$ cat src/pkg/rf_timer_pkg.sv
// package for the rf event timer and receive wait guard block
// assumes a 50 MHz system clock and an axi4-lite master with 32-bit data
package rf_timer_pkg;

	// ----------------------------------------------------------------
	// clocking
	// ----------------------------------------------------------------
	localparam longint unsigned SYS_CLK_HZ = 64'd50000000;
	localparam longint unsigned CONTACTLESS_CLK_HZ = 64'd13560000;
	// phase step of the accumulator that paces contactless clock ticks
	localparam logic [31:0] UNIT_CLK_STEP = 32'((CONTACTLESS_CLK_HZ << 32) / SYS_CLK_HZ);

	// ----------------------------------------------------------------
	// register indices (printed offsets), byte address is four times this
	// ----------------------------------------------------------------
	localparam logic [7:0] TIMER_CFG_INDEX = 8'h10;
	localparam logic [7:0] RX_WAIT_CFG_INDEX = 8'h11;
	localparam logic [7:0] TIMER_PRESET_INDEX = 8'h20;
	localparam logic [7:0] TIMER_STATUS_INDEX = 8'h21;
	localparam logic [7:0] TIMER_COUNT_INDEX = 8'h22;

	// ----------------------------------------------------------------
	// second_timer_config fields
	// ----------------------------------------------------------------
	localparam int STOP_ON_RECEIVE_BEGIN_BIT = 20;
	localparam int STOP_ON_TRANSMIT_BEGIN_BIT = 19;
	localparam int STOP_ON_EXTERNAL_FIELD_SEEN_BIT = 18;
	localparam int STOP_ON_EXTERNAL_FIELD_LOST_BIT = 17;
	localparam int STOP_ON_OWN_FIELD_ON_BIT = 16;
	localparam int STOP_ON_OWN_FIELD_OFF_BIT = 15;
	localparam int START_ON_RECEIVE_BEGIN_BIT = 14;
	localparam int START_ON_RECEIVE_END_BIT = 13;
	localparam int START_ON_TRANSMIT_BEGIN_BIT = 12;
	localparam int START_ON_TRANSMIT_END_BIT = 11;
	localparam int START_ON_EXTERNAL_FIELD_SEEN_BIT = 10;
	localparam int START_ON_EXTERNAL_FIELD_LOST_BIT = 9;
	localparam int START_ON_OWN_FIELD_ON_BIT = 8;
	localparam int START_ON_OWN_FIELD_OFF_BIT = 7;
	localparam int START_IMMEDIATELY_BIT = 6;
	localparam int TICK_RATE_SELECT_LSB = 3;
	localparam int TICK_RATE_SELECT_MSB = 5;
	localparam int PRESCALER_USE_SELECT_BIT = 2;
	localparam int AUTO_RELOAD_ENABLE_BIT = 1;
	localparam logic [31:0] TIMER_CFG_WRITE_MASK = 32'h001ffffe;
	localparam logic [31:0] TIMER_CFG_RESET = 32'h00000000;

	// ----------------------------------------------------------------
	// receive_wait_guard_config fields
	// ----------------------------------------------------------------
	localparam int RX_WAIT_VALUE_LSB = 8;
	localparam int RX_WAIT_VALUE_MSB = 27;
	localparam int RX_WAIT_PRESCALER_LSB = 0;
	localparam int RX_WAIT_PRESCALER_MSB = 7;
	localparam logic [31:0] RX_WAIT_CFG_WRITE_MASK = 32'h0fffffff;
	localparam logic [31:0] RX_WAIT_CFG_RESET = 32'h00000000;

	// ----------------------------------------------------------------
	// own registers: preset and status
	// ----------------------------------------------------------------
	localparam logic [31:0] TIMER_PRESET_RESET = 32'h00000000;
	localparam int STATUS_RUNNING_BIT = 0;
	localparam int STATUS_EXPIRED_BIT = 1;
	localparam int STATUS_RX_GUARD_BIT = 2;

	// ----------------------------------------------------------------
	// axi responses
	// ----------------------------------------------------------------
	localparam logic [1:0] RESP_OKAY = 2'b00;
	localparam logic [1:0] RESP_SLVERR = 2'b10;

endpackage : rf_timer_pkg

$ cat src/hw/rf_event_timer_rx_wait.sv
// event-driven down-counting second timer plus receive wait guard timer
// assumes transceiver event inputs are one-cycle pulses on ref_clk_in,
// own field level comes from logic on ref_clk_in, external field from a pin
//
// Contract
// external field lost stop enable halts the timer when external field vanishes
// own field on stop enable halts the timer when own field switches on
// own field off stop enable halts the timer when own field switches off
// receive begin start enable launches the timer at first received bit
// receive end start enable launches the timer when reception completes
// transmit begin start enable launches the timer when transmission starts
// transmit end start enable launches the timer when transmission finishes
// external field seen start enable launches the timer on field detection
// external field lost start enable launches the timer when field disappears
// own field on start enable launches the timer when own field turns on
// own field off start enable launches the timer when own field turns off
// immediate start bit launches the timer without waiting for any event
// three-bit selector picks 6.78 MHz down to 53 kHz tick rate
// mode bit 0 ticks at 13.56 MHz, 1 ticks at the prescaled rate
// reload disabled: timer stops at expiry and holds zero
// reload enabled: timer reloads preset at expiry and keeps counting
// guard reload in bits 8 to 27, zero disables the guard time
// guard prescaler reload in bits 0 to 7
// software programs guard prescaler to 0x7f for power control and type a
// receive begin stop enable halts the timer after first four bits
// transmit begin stop enable halts the timer when transmission starts
// external field seen stop enable halts the timer on field detection
// start loads preset, counts down per tick until zero or stop
//
// Chosen here: the AXI4-Lite register port.
`timescale 1ns/1ns

module rf_event_timer_rx_wait (
	input wire logic ref_clk_in,
	input wire logic rst_b_in,
	// axi4-lite slave
	input wire logic [7:0] s_axi_awaddr_in,
	input wire logic s_axi_awvalid_in,
	output logic s_axi_awready_out,
	input wire logic [31:0] s_axi_wdata_in,
	input wire logic [3:0] s_axi_wstrb_in,
	input wire logic s_axi_wvalid_in,
	output logic s_axi_wready_out,
	output logic [1:0] s_axi_bresp_out,
	output logic s_axi_bvalid_out,
	input wire logic s_axi_bready_in,
	input wire logic [7:0] s_axi_araddr_in,
	input wire logic s_axi_arvalid_in,
	output logic s_axi_arready_out,
	output logic [31:0] s_axi_rdata_out,
	output logic [1:0] s_axi_rresp_out,
	output logic s_axi_rvalid_out,
	input wire logic s_axi_rready_in,
	// transceiver and field events
	input wire logic receive_begin_in,
	input wire logic receive_nibble_done_in,
	input wire logic receive_end_in,
	input wire logic transmit_begin_in,
	input wire logic transmit_end_in,
	input wire logic external_field_present_in,
	input wire logic own_field_on_in,
	// block outputs
	output logic timer_running_out,
	output logic timer_expired_out,
	output logic rx_guard_active_out
);
	import rf_timer_pkg::*;

	// ----------------------------------------------------------------
	// state
	// ----------------------------------------------------------------
	typedef enum logic [1:0] {
		TMR_IDLE = 2'b01,
		TMR_RUN = 2'b10
	} tmr_state_e;

	typedef struct packed {
		logic ext_sync1;
		logic ext_sync2;
		logic ext_prev;
		logic own_prev;
		logic [31:0] phase;
		logic [7:0] psc_cnt;
		logic [31:0] tmr_cfg;
		logic [31:0] rxw_cfg;
		logic [31:0] preset;
		logic [31:0] count;
		tmr_state_e tstate;
		logic expired_flag;
		logic expire_pulse;
		logic [7:0] rxw_psc;
		logic [19:0] rxw_cnt;
		logic rxw_active;
		logic aw_have;
		logic [7:0] aw_addr;
		logic w_have;
		logic [31:0] w_data;
		logic [3:0] w_strb;
		logic awready;
		logic wready;
		logic bvalid;
		logic [1:0] bresp;
		logic arready;
		logic rvalid;
		logic [31:0] rdata;
		logic [1:0] rresp;
	} state_s;

	state_s cur_reg;
	state_s cur_next;

	// ----------------------------------------------------------------
	// helpers
	// ----------------------------------------------------------------
	// merge byte lanes of a write, only writable bits change
	function automatic logic [31:0] merge_write(
		input logic [31:0] old_val,
		input logic [31:0] new_val,
		input logic [3:0] strb,
		input logic [31:0] mask
	);
		logic [31:0] lane;
		lane = {{8{strb[3]}}, {8{strb[2]}}, {8{strb[1]}}, {8{strb[0]}}} & mask;
		return (old_val & ~lane) | (new_val & lane);
	endfunction : merge_write

	// index of a word address, an unaligned address maps nowhere
	function automatic logic [7:0] word_index(input logic [7:0] byte_addr);
		return (byte_addr[1:0] == 2'b00) ? {2'b00, byte_addr[7:2]} : 8'hff;
	endfunction : word_index

	// ----------------------------------------------------------------
	// combinational signals
	// ----------------------------------------------------------------
	logic [32:0] phase_sum;
	logic unit_tick, psc_tick, timer_tick;
	logic [8:0] psc_mask_wide;
	logic [7:0] psc_mask;
	logic ext_seen, ext_lost, own_on, own_off;
	logic write_fire;
	logic [7:0] write_index;
	logic start_now_write, expired_clear;
	logic start_hit, stop_hit;
	logic [2:0] rate_sel;
	logic [19:0] rxw_value;
	logic [7:0] rxw_psc_reload;
	logic [7:0] read_index;
	logic [31:0] read_data;
	logic read_hit;

	// contactless clock pace and prescaler tick
	always_comb begin
		phase_sum = {1'b0, cur_reg.phase} + {1'b0, UNIT_CLK_STEP};
		// carry out of the accumulator: a 13.56 MHz average rate from 50 MHz
		unit_tick = phase_sum[32];
		rate_sel = cur_reg.tmr_cfg[TICK_RATE_SELECT_MSB:TICK_RATE_SELECT_LSB];
		// divide by 2 for code 0 up to divide by 256 for code 7
		psc_mask_wide = (9'h002 << rate_sel) - 9'h001;
		psc_mask = psc_mask_wide[7:0];
		psc_tick = unit_tick && ((cur_reg.psc_cnt & psc_mask) == psc_mask);
		if (cur_reg.tmr_cfg[PRESCALER_USE_SELECT_BIT]) begin
			timer_tick = psc_tick;
		end else begin
			timer_tick = unit_tick;
		end
	end

	// field edges: external field already passed the synchroniser
	always_comb begin
		ext_seen = cur_reg.ext_sync2 && !cur_reg.ext_prev;
		ext_lost = !cur_reg.ext_sync2 && cur_reg.ext_prev;
		own_on = own_field_on_in && !cur_reg.own_prev;
		own_off = !own_field_on_in && cur_reg.own_prev;
	end

	// register write decode
	always_comb begin
		write_fire = cur_reg.aw_have && cur_reg.w_have && !cur_reg.bvalid;
		write_index = word_index(cur_reg.aw_addr);
		start_now_write = write_fire && (write_index == TIMER_CFG_INDEX)
			&& cur_reg.w_strb[0] && cur_reg.w_data[START_IMMEDIATELY_BIT];
		expired_clear = write_fire && (write_index == TIMER_STATUS_INDEX)
			&& cur_reg.w_strb[0] && cur_reg.w_data[STATUS_EXPIRED_BIT];
	end

	// launch and halt triggers
	always_comb begin
		start_hit = (cur_reg.tmr_cfg[START_ON_RECEIVE_BEGIN_BIT] && receive_begin_in)
			|| (cur_reg.tmr_cfg[START_ON_RECEIVE_END_BIT] && receive_end_in)
			|| (cur_reg.tmr_cfg[START_ON_TRANSMIT_BEGIN_BIT] && transmit_begin_in)
			|| (cur_reg.tmr_cfg[START_ON_TRANSMIT_END_BIT] && transmit_end_in)
			|| (cur_reg.tmr_cfg[START_ON_EXTERNAL_FIELD_SEEN_BIT] && ext_seen)
			|| (cur_reg.tmr_cfg[START_ON_EXTERNAL_FIELD_LOST_BIT] && ext_lost)
			|| (cur_reg.tmr_cfg[START_ON_OWN_FIELD_ON_BIT] && own_on)
			|| (cur_reg.tmr_cfg[START_ON_OWN_FIELD_OFF_BIT] && own_off)
			|| start_now_write;
		stop_hit = (cur_reg.tmr_cfg[STOP_ON_RECEIVE_BEGIN_BIT] && receive_nibble_done_in)
			|| (cur_reg.tmr_cfg[STOP_ON_TRANSMIT_BEGIN_BIT] && transmit_begin_in)
			|| (cur_reg.tmr_cfg[STOP_ON_EXTERNAL_FIELD_SEEN_BIT] && ext_seen)
			|| (cur_reg.tmr_cfg[STOP_ON_EXTERNAL_FIELD_LOST_BIT] && ext_lost)
			|| (cur_reg.tmr_cfg[STOP_ON_OWN_FIELD_ON_BIT] && own_on)
			|| (cur_reg.tmr_cfg[STOP_ON_OWN_FIELD_OFF_BIT] && own_off);
	end

	// guard fields; software must keep the prescaler at 0x7f where needed
	always_comb begin
		rxw_value = cur_reg.rxw_cfg[RX_WAIT_VALUE_MSB:RX_WAIT_VALUE_LSB];
		rxw_psc_reload = cur_reg.rxw_cfg[RX_WAIT_PRESCALER_MSB:RX_WAIT_PRESCALER_LSB];
	end

	// read mux
	always_comb begin
		read_index = word_index(s_axi_araddr_in);
		read_hit = 1'b1;
		read_data = 32'h00000000;
		if (s_axi_araddr_in[1:0] != 2'b00) begin
			read_hit = 1'b0;
		end else if (read_index == TIMER_CFG_INDEX) begin
			read_data = cur_reg.tmr_cfg;
		end else if (read_index == RX_WAIT_CFG_INDEX) begin
			read_data = cur_reg.rxw_cfg;
		end else if (read_index == TIMER_PRESET_INDEX) begin
			read_data = cur_reg.preset;
		end else if (read_index == TIMER_STATUS_INDEX) begin
			read_data[STATUS_RUNNING_BIT] = (cur_reg.tstate == TMR_RUN);
			read_data[STATUS_EXPIRED_BIT] = cur_reg.expired_flag;
			read_data[STATUS_RX_GUARD_BIT] = cur_reg.rxw_active;
		end else if (read_index == TIMER_COUNT_INDEX) begin
			read_data = cur_reg.count;
		end else begin
			read_hit = 1'b0;
		end
	end

	// ----------------------------------------------------------------
	// next state
	// ----------------------------------------------------------------
	always_comb begin
		cur_next = cur_reg;
		cur_next.expire_pulse = 1'b0;

		// external field pin: two flops before anything reads it
		cur_next.ext_sync1 = external_field_present_in;
		cur_next.ext_sync2 = cur_reg.ext_sync1;
		cur_next.ext_prev = cur_reg.ext_sync2;
		cur_next.own_prev = own_field_on_in;

		// tick generation
		cur_next.phase = phase_sum[31:0];
		if (unit_tick) begin
			cur_next.psc_cnt = cur_reg.psc_cnt + 8'h01;
		end

		// axi write address and data are taken in either order
		if (s_axi_awvalid_in && cur_reg.awready) begin
			cur_next.aw_have = 1'b1;
			cur_next.aw_addr = s_axi_awaddr_in;
			cur_next.awready = 1'b0;
		end
		if (s_axi_wvalid_in && cur_reg.wready) begin
			cur_next.w_have = 1'b1;
			cur_next.w_data = s_axi_wdata_in;
			cur_next.w_strb = s_axi_wstrb_in;
			cur_next.wready = 1'b0;
		end
		if (write_fire) begin
			cur_next.aw_have = 1'b0;
			cur_next.w_have = 1'b0;
			cur_next.bvalid = 1'b1;
			cur_next.bresp = RESP_OKAY;
			if (cur_reg.aw_addr[1:0] != 2'b00) begin
				cur_next.bresp = RESP_SLVERR;
			end else if (write_index == TIMER_CFG_INDEX) begin
				cur_next.tmr_cfg = merge_write(cur_reg.tmr_cfg, cur_reg.w_data,
					cur_reg.w_strb, TIMER_CFG_WRITE_MASK);
			end else if (write_index == RX_WAIT_CFG_INDEX) begin
				cur_next.rxw_cfg = merge_write(cur_reg.rxw_cfg, cur_reg.w_data,
					cur_reg.w_strb, RX_WAIT_CFG_WRITE_MASK);
			end else if (write_index == TIMER_PRESET_INDEX) begin
				cur_next.preset = merge_write(cur_reg.preset, cur_reg.w_data,
					cur_reg.w_strb, 32'hffffffff);
			end else if (write_index == TIMER_STATUS_INDEX) begin
				// write one to clear the expiry flag, handled below
			end else if (write_index == TIMER_COUNT_INDEX) begin
				// count is read-only, the write is ignored
			end else begin
				cur_next.bresp = RESP_SLVERR;
			end
		end
		if (cur_reg.bvalid && s_axi_bready_in) begin
			cur_next.bvalid = 1'b0;
			cur_next.awready = 1'b1;
			cur_next.wready = 1'b1;
		end

		// axi read: one outstanding, data registered one cycle after address
		if (s_axi_arvalid_in && cur_reg.arready) begin
			cur_next.arready = 1'b0;
			cur_next.rvalid = 1'b1;
			cur_next.rdata = read_data;
			cur_next.rresp = read_hit ? RESP_OKAY : RESP_SLVERR;
		end
		if (cur_reg.rvalid && s_axi_rready_in) begin
			cur_next.rvalid = 1'b0;
			cur_next.arready = 1'b1;
		end

		// second timer: a halt in the same cycle as a launch wins,
		// so a misconfigured pair of events leaves the timer idle
		unique case (cur_reg.tstate)
			TMR_IDLE: begin
				if (start_hit && !stop_hit) begin
					cur_next.tstate = TMR_RUN;
					cur_next.count = cur_reg.preset;
				end
			end
			TMR_RUN: begin
				if (stop_hit) begin
					cur_next.tstate = TMR_IDLE;
				end else if (start_hit) begin
					cur_next.count = cur_reg.preset;
				end else if (timer_tick) begin
					if (cur_reg.count > 32'h00000001) begin
						cur_next.count = cur_reg.count - 32'h00000001;
					end else begin
						cur_next.expire_pulse = 1'b1;
						if (cur_reg.tmr_cfg[AUTO_RELOAD_ENABLE_BIT]) begin
							cur_next.count = cur_reg.preset;
						end else begin
							cur_next.count = 32'h00000000;
							cur_next.tstate = TMR_IDLE;
						end
					end
				end
			end
		endcase

		// sticky expiry flag: a new expiry beats a clear in the same cycle
		cur_next.expired_flag = (cur_reg.expired_flag && !expired_clear)
			|| cur_next.expire_pulse;

		// receive wait guard: armed at transmit end, counts on contactless ticks
		if (transmit_end_in && (rxw_value != 20'h00000)) begin
			cur_next.rxw_active = 1'b1;
			cur_next.rxw_cnt = rxw_value;
			cur_next.rxw_psc = rxw_psc_reload;
		end else if (rxw_value == 20'h00000) begin
			cur_next.rxw_active = 1'b0;
		end else if (cur_reg.rxw_active && unit_tick) begin
			if (cur_reg.rxw_psc != 8'h00) begin
				cur_next.rxw_psc = cur_reg.rxw_psc - 8'h01;
			end else begin
				cur_next.rxw_psc = rxw_psc_reload;
				if (cur_reg.rxw_cnt <= 20'h00001) begin
					cur_next.rxw_active = 1'b0;
					cur_next.rxw_cnt = 20'h00000;
				end else begin
					cur_next.rxw_cnt = cur_reg.rxw_cnt - 20'h00001;
				end
			end
		end
	end

	// ----------------------------------------------------------------
	// registers
	// ----------------------------------------------------------------
	always_ff @(posedge ref_clk_in or negedge rst_b_in) begin
		if (!rst_b_in) begin
			// clear everything, then set the fields that idle away from zero
			cur_reg <= '0;
			cur_reg.tmr_cfg <= TIMER_CFG_RESET;
			cur_reg.rxw_cfg <= RX_WAIT_CFG_RESET;
			cur_reg.preset <= TIMER_PRESET_RESET;
			cur_reg.tstate <= TMR_IDLE;
			cur_reg.awready <= 1'b1;
			cur_reg.wready <= 1'b1;
			cur_reg.arready <= 1'b1;
			cur_reg.bresp <= RESP_OKAY;
			cur_reg.rresp <= RESP_OKAY;
		end else begin
			cur_reg <= cur_next;
		end
	end

	// ----------------------------------------------------------------
	// outputs, each straight from a flop
	// ----------------------------------------------------------------
	assign s_axi_awready_out = cur_reg.awready;
	assign s_axi_wready_out = cur_reg.wready;
	assign s_axi_bresp_out = cur_reg.bresp;
	assign s_axi_bvalid_out = cur_reg.bvalid;
	assign s_axi_arready_out = cur_reg.arready;
	assign s_axi_rdata_out = cur_reg.rdata;
	assign s_axi_rresp_out = cur_reg.rresp;
	assign s_axi_rvalid_out = cur_reg.rvalid;
	assign timer_running_out = cur_reg.tstate[1]; // one-hot run bit
	assign timer_expired_out = cur_reg.expire_pulse;
	assign rx_guard_active_out = cur_reg.rxw_active;

endmodule : rf_event_timer_rx_wait

$ cat config.mk
export PLATFORM = sky130hd
export DESIGN_NAME = rf_event_timer_rx_wait
export DESIGN_NICKNAME = d
export VERILOG_FILES = /design/src/pkg/rf_timer_pkg.sv /design/src/hw/rf_event_timer_rx_wait.sv
export SDC_FILE = /design/constraint.sdc
export NUM_CORES = 1
export LEC_CHECK = 0
export BUFFER_PORTS_ARGS = -buffer_cell sky130_fd_sc_hd__buf_2
export CORE_ASPECT_RATIO = 0.8
export CORE_UTILIZATION = 55
export DETAILED_ROUTE_END_ITERATION = 8
export PLACE_DENSITY = 0.72
export SLEW_MARGIN = 15
export SYNTH_ARGS = -nofsm -noshare
export SYNTH_HDL_FRONTEND = slang
export SYNTH_SLANG_ARGS = --single-unit
$ cat constraint.sdc
create_clock -name ref_clk_in -period 7.55 [get_ports ref_clk_in]
set_input_delay 1.51 -clock ref_clk_in [delete_from_list [all_inputs] [get_ports ref_clk_in]]
set_output_delay 1.51 -clock ref_clk_in [all_outputs]
set_load 0.005 [all_outputs]
Yosys cells after proc, flatten, opt, wreduce, memory -nomap -nowiden
Cells that the tools add are included.
Word-level totals
  register bits after elaboration: 292
  output and inout port bits: 44
  word-level logic and storage cells: 215
Operators by class
  add/subtract/negate cells: 6
  $lt $le $gt $ge: 2
  eq/ne operators: 23
  shifts and indexed selects: 1
  muxes and demuxes: 57
  bitwise operators: 16
  reduce and logical (&&, ||, !) cells: 81
Operators by type and width (count)
  2-to-1 mux 32 bit: 9
  bitwise AND 32 bit: 4
  OR 32 bit: 3
  2-to-1 mux 29 bit: 3
  2-to-1 mux 34 bit: 2
  case mux 34 bit (2 select lines): 1
  equality test 8 x 6 -> 1 bit, second input constant: 6
  2-to-1 mux 37 bit: 1
  logical AND 1 bit: 36
  2-to-1 mux 36 bit: 1
  adder 32 x 31 -> 33 bit, second input constant: 1
  bitwise AND 32 x 21 -> 32 bit: 1
  bitwise AND 32 x 28 -> 32 bit: 1
  equality test 8 x 5 -> 1 bit, second input constant: 4
  greater-than comparator 32 x 1 -> 1 bit, second input constant: 1
  NOT 21 -> 32 bit: 1
  NOT 28 -> 32 bit: 1
  NOT 32 bit: 1
  subtractor 32 x 1 -> 32 bit, second input constant: 1
  2-to-1 mux 28 bit: 1
  2-to-1 mux 2 bit: 12
  2-to-1 mux 8 bit: 3
  2-to-1 mux 21 bit: 1
  less-or-equal comparator 20 x 1 -> 1 bit, second input constant: 1
  other kinds (27): 90

Longest topological paths before layout
Gate-level depths: netlist (run 1).
  depth in word-level cells: 13
  gate-level depth with buffers: 10

Least setup slack after synthesis (run 1)
No wires, ideal clock.
  path kind: input port to flip-flop
  from: input port transmit_end_in
  to: register cur_reg[94] (netlist bit)
  setup time: 0.121 ns
  arrival: 3.348 ns
  path slack: 4.081 ns
  cell stages on the path: 8
  path through: clkbuf_1 a21boi_1 or2_1 clkbuf_1 and2_0 clkbuf_1 o21ai_0 a22o_1
Between the ends
  cells in the longest elaborated chain, start to end: 3
  elaborated cells between the ends (all ways): 6
  classes of those cells: 2 x eq/ne; 1 x mux; 3 x reduce/logical
RTL lines
  start: declaration: line rf_event_timer_rx_wait.sv:59  | input wire logic transmit_end_in,
  logical AND 1 bit *: line rf_event_timer_rx_wait.sv:343  | if (transmit_end_in && (rxw_value != 20'h00000)) begin
  inequality test 2 bit (no source line) / nonzero test 2 bit (equally long branches)
  AND reduction 3 bit (no source line)
  end signal: assignment: line rf_event_timer_rx_wait.sv:381  | cur_reg <= cur_next;
  end: declaration: line rf_event_timer_rx_wait.sv:109  | state_s cur_reg;
Every way passes the cells marked *; elsewhere a longest branch is shown, timed or not.
A chain may end at the register's enable or synchronous reset.

Worst setup path in the final report (run 1)
  from: input port receive_begin_in
  to: register cur_reg[143] (netlist bit)
Between the ends
  cells in the longest elaborated chain, start to end: 12
  elaborated cells between the ends (all ways): 16
  classes of those cells: 2 x eq/ne; 3 x mux; 11 x reduce/logical
RTL lines
  start: declaration: line rf_event_timer_rx_wait.sv:55  | input wire logic receive_begin_in,
  logical AND 1 bit *: line rf_event_timer_rx_wait.sv:188  | start_hit = (cur_reg.tmr_cfg[START_ON_RECEIVE_BEGIN_BIT] && receive_begin_in)
  logical OR 1 bit *: line rf_event_timer_rx_wait.sv:189  | || (cur_reg.tmr_cfg[START_ON_RECEIVE_END_BIT] && receive_end_in)
  logical OR 1 bit *: line rf_event_timer_rx_wait.sv:190  | || (cur_reg.tmr_cfg[START_ON_TRANSMIT_BEGIN_BIT] && transmit_begin_in)
  logical OR 1 bit *: line rf_event_timer_rx_wait.sv:191  | || (cur_reg.tmr_cfg[START_ON_TRANSMIT_END_BIT] && transmit_end_in)
  logical OR 1 bit *: line rf_event_timer_rx_wait.sv:192  | || (cur_reg.tmr_cfg[START_ON_EXTERNAL_FIELD_SEEN_BIT] && ext_seen)
  logical OR 1 bit *: line rf_event_timer_rx_wait.sv:193  | || (cur_reg.tmr_cfg[START_ON_EXTERNAL_FIELD_LOST_BIT] && ext_lost)
  logical OR 1 bit *: line rf_event_timer_rx_wait.sv:194  | || (cur_reg.tmr_cfg[START_ON_OWN_FIELD_ON_BIT] && own_on)
  logical OR 1 bit *: line rf_event_timer_rx_wait.sv:195  | || (cur_reg.tmr_cfg[START_ON_OWN_FIELD_OFF_BIT] && own_off)
  logical OR 1 bit *: line rf_event_timer_rx_wait.sv:196  | || start_now_write;
  2-to-1 mux 32 bit / logical AND 1 bit (equally long branches): line rf_event_timer_rx_wait.sv:320, rf_event_timer_rx_wait.sv:312
  2-to-1 mux 32 bit / inequality test 2 bit (equally long branches)
  case mux 34 bit (2 select lines) / AND reduction 3 bit (equally long branches)
Every way passes the cells marked *; elsewhere a longest branch is shown, timed or not. The select of a mux whose other input is x is not followed.

==> run summary, run 1 <==
Internal -> 2940 uW
area of placed instances -> 0.0136 mm^2
Reg-to-Reg End -> cur_reg[124]
maximum vdd ir drop -> 0.000197 V
Die ar. -> 0.0244 mm^2
power per cell area -> 304 mW/mm^2
Comb power frac -> 23.5%
Hold Vio Cnt, Final -> 0
residual DRC count -> 0
net switching power -> 1500 uW
hold buffers post-CTS -> 0
H-tree depth -> 1
number of post-CTS setup repair buffers -> 0
CP startpoint -> receive_begin_in
Synth area leader -> dfrtp_1
Area Growth Syn to Fin -> 11.7%
Setup crit end -> cur_reg[143]
r2r worst-path depth -> 6
cell row count -> 50
fin cells -> 1604
Final Skew -> 0.0184 ns
status -> finished, final reports clean
Net Sw Frac -> 33.7%
CTS root buf -> clkbuf_16
Slew @ Worst Pin -> 1.03 ns
I/O pin cnt -> 110
clock network power share -> 32.4%
total number of vias -> 9917
cell depth of the worst setup path -> 9
total track usage -> 26.8%
critical path's top delay family -> simple AND/OR/NAND/NOR gates
Final ANT Viol Nets -> 0
vias in the first global route -> 9541
fmax -> 277 MHz
initial core utilization -> 55.9%
unrepaired setup endpoints after global routing -> no
max-slew violation count -> 0
Final min period -> 3.61 ns
largest net degree at the start of global routing -> 139
Pleak -> 0.00663 uW
CTS-repair resized insts -> 0
Post-Synthesis Cells -> 1210
syn_area_per_cell -> 10.8 um^2
top-count cell post-synth -> dfrtp_1
Clock Path Buffers -> 3
Synth top cells by count -> dfrtp_1 (269), mux2_2 (125), nand2_1 (117)
WHS -> 0.330 ns
Crit-path slowest cell -> nor2_1
Critical Path Start Type -> input pin
Max-slew headroom -> 31.0%
DP Cell Count -> 1551
sequential area share after synthesis -> 52.3%
Area contributors post-synth -> dfrtp_1 (51%), mux2_2 (11%), o21ai_0 (3.4%)
post-detail-place hpwl -> 21800 um
Die Y -> 140 um
I/O Buffers -> 107
flop-to-flop setup slack -> 4.18 ns
fin area -> 0.0146 mm^2
drt pass-1 iters -> 6
Most used DFF post-synth -> dfrtp_1
Synth Cell Area -> 0.0131 mm^2
crit path kind -> in2reg
Avg WL per Cell -> 20.0 um
Setup TNS Final -> 0 ns
Total Wirelength -> 32100 um
clock latency on the worst-skew pair -> 0.56 ns
nets -> 1343
grt ovf -> 0
critical path cell sequence -> buf_2, a22o_1, a221oi_1, nand3_1, or3b_2, nor2_1, buf_4, a32oi_1, o2bb2ai_1
CTS tree -> done
Worst Path Buf+Inv -> 2
CTS sink cnt -> 273
CP arrival -> 4.09 ns
CP endpoint kind -> flop
Num CTS Buffers -> 28
worst r2r src -> cur_reg[130]
die width -> 174 um
CORE AREA -> 0.0234 mm^2
final setup fails -> 0
critical path fanouts, max -> 12
Iter 0 DRT Violations -> 953
Min-Delay Path Class -> reg2reg
global-route wire length before repair -> 52100 um
Finished Core Util -> 62.4%
sequential power share -> 44.1%
Fillers -> 1973
clock transition at the registers of the reported paths -> 0.07 ns
layout cells sized above 1 -> 23.9%
vias per cell -> 6.18
Worst path max stage delay -> 0.64 ns
Worst Path Required -> 8.03 ns
FF+latch count, synth -> 273
synth unique cells -> 69
initial antenna violation count -> 3
FFs w/ async S/R, synth -> 100%
synth warn -> 0
EDFF count, synth -> 0
Final period util -> 47.8%
Synth top area share -> 51.4%
MaxCap Viol Count -> 0
gp weighted congestion -> 0.903
==> cell type report <==
| cell class | count | area [um^2] | area share (%) |
|---|---|---|---|
| antenna | 1 | 2.50 | 0.0171 |
| clock buffer | 43 | 827 | 5.66 |
| clock inverter | 9 | 134 | 0.916 |
| inverter | 32 | 120 | 0.822 |
| multi-input combinational | 817 | 5670 | 38.8 |
| sequential | 273 | 6840 | 46.8 |
| tap | 312 | 390 | 2.67 |
| timing repair buffer | 117 | 633 | 4.33 |
==> power by group through the flow <==
stage                     Clock [uW]  Combinational (uW)  Sequential (uW)
final                           1440                1040             1960
after global routing            1510                1160             2000
after CTS                       1460                1030             1960
after detailed placement           0                1030             1980
after global placement             0                1000             1970
after floorplan                    0                 816             1880
==> per-stage QoR <==
step,setup WS (ns),total power [uW]
after floorplan,4.08,2690
after global placement,3.27,2970
after detailed placement,3.18,3000
after CTS,3.71,4450
after global routing,3.77,4670
final,3.94,4440
==> worst min-delay path by stage <==
stage,slack [ns],to,cells after the start,from
floorplan,0.33,cur_next[289],0,cur_next[290]
global placement,0.34,cur_next[289],0,cur_next[290]
detailed placement,0.34,cur_next[289],0,cur_next[290]
CTS,0.35,cur_next[289],0,cur_next[290]
global route,0.36,cur_next[289],0,cur_next[290]
finish,0.33,cur_next[289],0,cur_next[290]
==> cells by family after synthesis <==
| group | Yosys count | synth area share (%) |
|---|---|---|
| xor gates and xnor gates | 30 | 2.01 |
| other | 1 | 0.0287 |
| buffers and inverters | 121 | 4.71 |
| AOI/OAI and AO/OA | 321 | 17.1 |
| adders and majority gates | 8 | 0.765 |
| and+or+nand+nor | 329 | 12.2 |
| DFF | 273 | 52.3 |
| muxes | 127 | 10.9 |
==> routing by layer <==
metal	vias up	wire, um	global-route usage, %	share of wire [%]
li1	4590	-	-	-
met1	4923	14900	40.0	47
met2	353	14400	41.2	45
met3	49	2060	3.91	6.4
met4	2	673	6.37	2.1
met5	-	11	0	0.034
==> placed cells by master (no fill, tap or decap), drive strengths merged, types with 6 or more instances in the layout <==
cell     Yosys  routed
a221oi       8       8
nand3       14      14
clkbuf      46      43
a32oi       16      16
a22o        31      31
nor2b        7       7
dfrtp      269     269
buf         43     117
o21ai       88      88
nor4        23      23
o22ai        8       8
or2          9       9
o211ai       6       6
a222oi      21      21
a22oi       27      27
ha           8       8
nor2        57      57
mux2       125     125
nor3        49      49
o2bb2ai     29      29
nand2      117     117
xor2        16      16
or4          7       7
xnor2       14      14
and3         9       9
inv         32      32
a21oi       49      49
nand2b      11      11
Power figures use the tool's default switching activity.
==> inputs of run 2 (changes only) <==
Settings changed: CORE_UTILIZATION 55 to 54, PLACE_DENSITY 0.72 to 0.74.
Clock period 7.55 ns to 3.1 ns, I/O delays scaled along.
==> run summary, run 2 (synthesis gave the netlist of run 1 again) <==
Hold Vio Cnt, Final -> 0 (unchanged)
cell row count -> 50 (unchanged)
commonest non-fill, non-tap cell in the layout -> dfrtp_1
Area Growth Syn to Fin -> 13.5%
total number of vias -> 10100 (+2.1%)
CTS root buf -> clkbuf_16
final setup fails -> 0 (unchanged)
initial antenna violation count -> 0 (-3)
Die ar. -> 0.0249 mm^2 (+1.8%)
CTS sink cnt -> 273 (unchanged)
CP startpoint -> cur_reg[130]
Final min period -> 2.87 ns
drt pass-1 iters -> 7 (+1)
r2r worst-path depth -> 6 (unchanged)
Worst Path Buf+Inv -> 0 (-2)
clock latency on the worst-skew pair -> 0.54 ns (-0.02 ns)
global-route wire length before repair -> 52700 um (+1.2%)
Num CTS Buffers -> 27 (-3.6%)
Min-Delay Path Class -> in2async
flop-to-flop setup slack -> 0.23 ns (-3.95 ns)
nets -> 1380 (+2.8%)
layout cells sized above 1 -> 26.1% (+2.1 points)
maximum vdd ir drop -> 0.000496 V (+150%)
Final period util -> 92.4%
Final Skew -> 0.00980 ns (-0.00858 ns)
H-tree depth -> 1 (unchanged)
area of the multi-input gates -> 0.00567 mm^2 (about the same)
initial core utilization -> 55.5% (-0.44 points)
die width -> 176 um (+0.91%)
max-slew violation count -> 0 (unchanged)
crit path kind -> reg2reg
I/O pin cnt -> 110 (unchanged)
CP endpoint kind -> flop
Iter 0 DRT Violations -> 853 (-10%)
hold buffers post-CTS -> 0 (unchanged)
Avg WL per Cell -> 19.9 um (-0.34%)
vias in the first global route -> 9726 (+1.9%)
Finished Core Util -> 63.0% (+0.52 points)
antenna diode instance count -> 0 (-1)
Clock Path Buffers -> 3 (unchanged)
critical path cell sequence -> or4_1, or4_1, nor4_4, or2_2, o21ai_0, o2bb2ai_1
Worst path most repeated cell -> or4_1
MaxCap Viol Count -> 0 (unchanged)
status -> finished, final reports clean
Slew @ Worst Pin -> 0.771 ns (-0.254 ns)
Pleak -> 0.00681 uW (+2.6%)
fmax -> 349 MHz
CTS tree -> done
most frequent cells in the layout -> dfrtp_1 (269), mux2_2 (125), nand2_1 (116), buf_2 (106), o21ai_0 (88)
CTS-repair resized insts -> 0 (unchanged)
Final ANT Viol Nets -> 0 (unchanged)
gp weighted congestion -> 0.878 (-2.8%)
worst r2r src -> cur_reg[130]
Total Wirelength -> 32700 um (+1.8%)
total track usage -> 26.8% (+0.079 points)
grt ovf -> 0 (unchanged)
Worst path max stage delay -> 0.54 ns (-0.10 ns)
critical path fanouts, max -> 24 (+12)
I/O Buffers -> 107 (unchanged)
residual DRC count -> 0 (unchanged)
power per cell area -> 731 mW/mm^2 (+140%)
clock transition at the registers of the reported paths -> 0.06 ns (about the same)
unrepaired setup endpoints after global routing -> no
Critical Path Start Type -> flop
FF/Latch Area -> 0.00684 mm^2 (unchanged)
critical path's top delay family -> simple AND/OR/NAND/NOR gates
Reg-to-Reg End -> cur_reg[125]
number of post-CTS setup repair buffers -> 0 (unchanged)
Die Y -> 141 um (+0.91%)
CP arrival -> 3.29 ns (-0.80 ns)
Max-slew headroom -> 48.2% (+17 points)
largest net degree at the start of global routing -> 82 (-41%)
vias per cell -> 6.18 (-0.12%)
Setup TNS Final -> 0 ns (unchanged)
Crit-path slowest cell -> or4_1
post-detail-place hpwl -> 23200 um (+6.7%)
Fillers -> 1899 (-3.8%)
Worst Path Required -> 3.53 ns (-4.50 ns)
CORE AREA -> 0.0236 mm^2 (+0.80%)
## run 2: worst max-delay path by stage
stage,end,slack [ns],cells past startpoint
final,cur_reg[125],0.23,6
after global routing,cur_reg[128],0.09,7
after CTS,cur_reg[128],0.12,6
after detailed placement,cur_reg[130],0.07,8
after global placement,cur_reg[128],0.14,8
after floorplan,cur_reg[120],0.36,9
## run 2: per-layer routing
metal  vias to the layer above  track usage, %  routed length [um]
li1                       4652               -                   -
met1                      5033            39.7               14900
met2                       391            41.0               14600
met3                        45            4.45                2500
met4                         0            6.96                 708
met5                         -               0                   0
## run 2: final cells by class
class	count	share of cell area (%)
clock buffer	39	5.26
inverter	32	0.809
sequential	273	46.0
multi-input combinational	817	38.2
tap	312	2.63
clock inverter	11	0.733
timing repair buffer	155	6.35
## run 2: power by group
part	internal (uW)	switching (uW)
clock network	1910	1380
registers	4150	646
logic	1110	1650
total	7170	3680
## run 2: metrics by stage
step | setup slack [ns] | hold slack (ns) | cells | cell area (um^2) | total power (uW)
floorplan | 0.359 | 0.324 | 1211 | 13100 | 6560
global placement | 0.143 | 0.339 | 1589 | 14000 | 7450
detailed placement | 0.0729 | 0.335 | 1589 | 14000 | 7550
CTS | 0.118 | 0.0909 | 1639 | 14800 | 10900
global route | 0.0882 | 0.112 | 1639 | 14800 | 11400
finish | 0.234 | 0.0630 | 1639 | 14800 | 10800
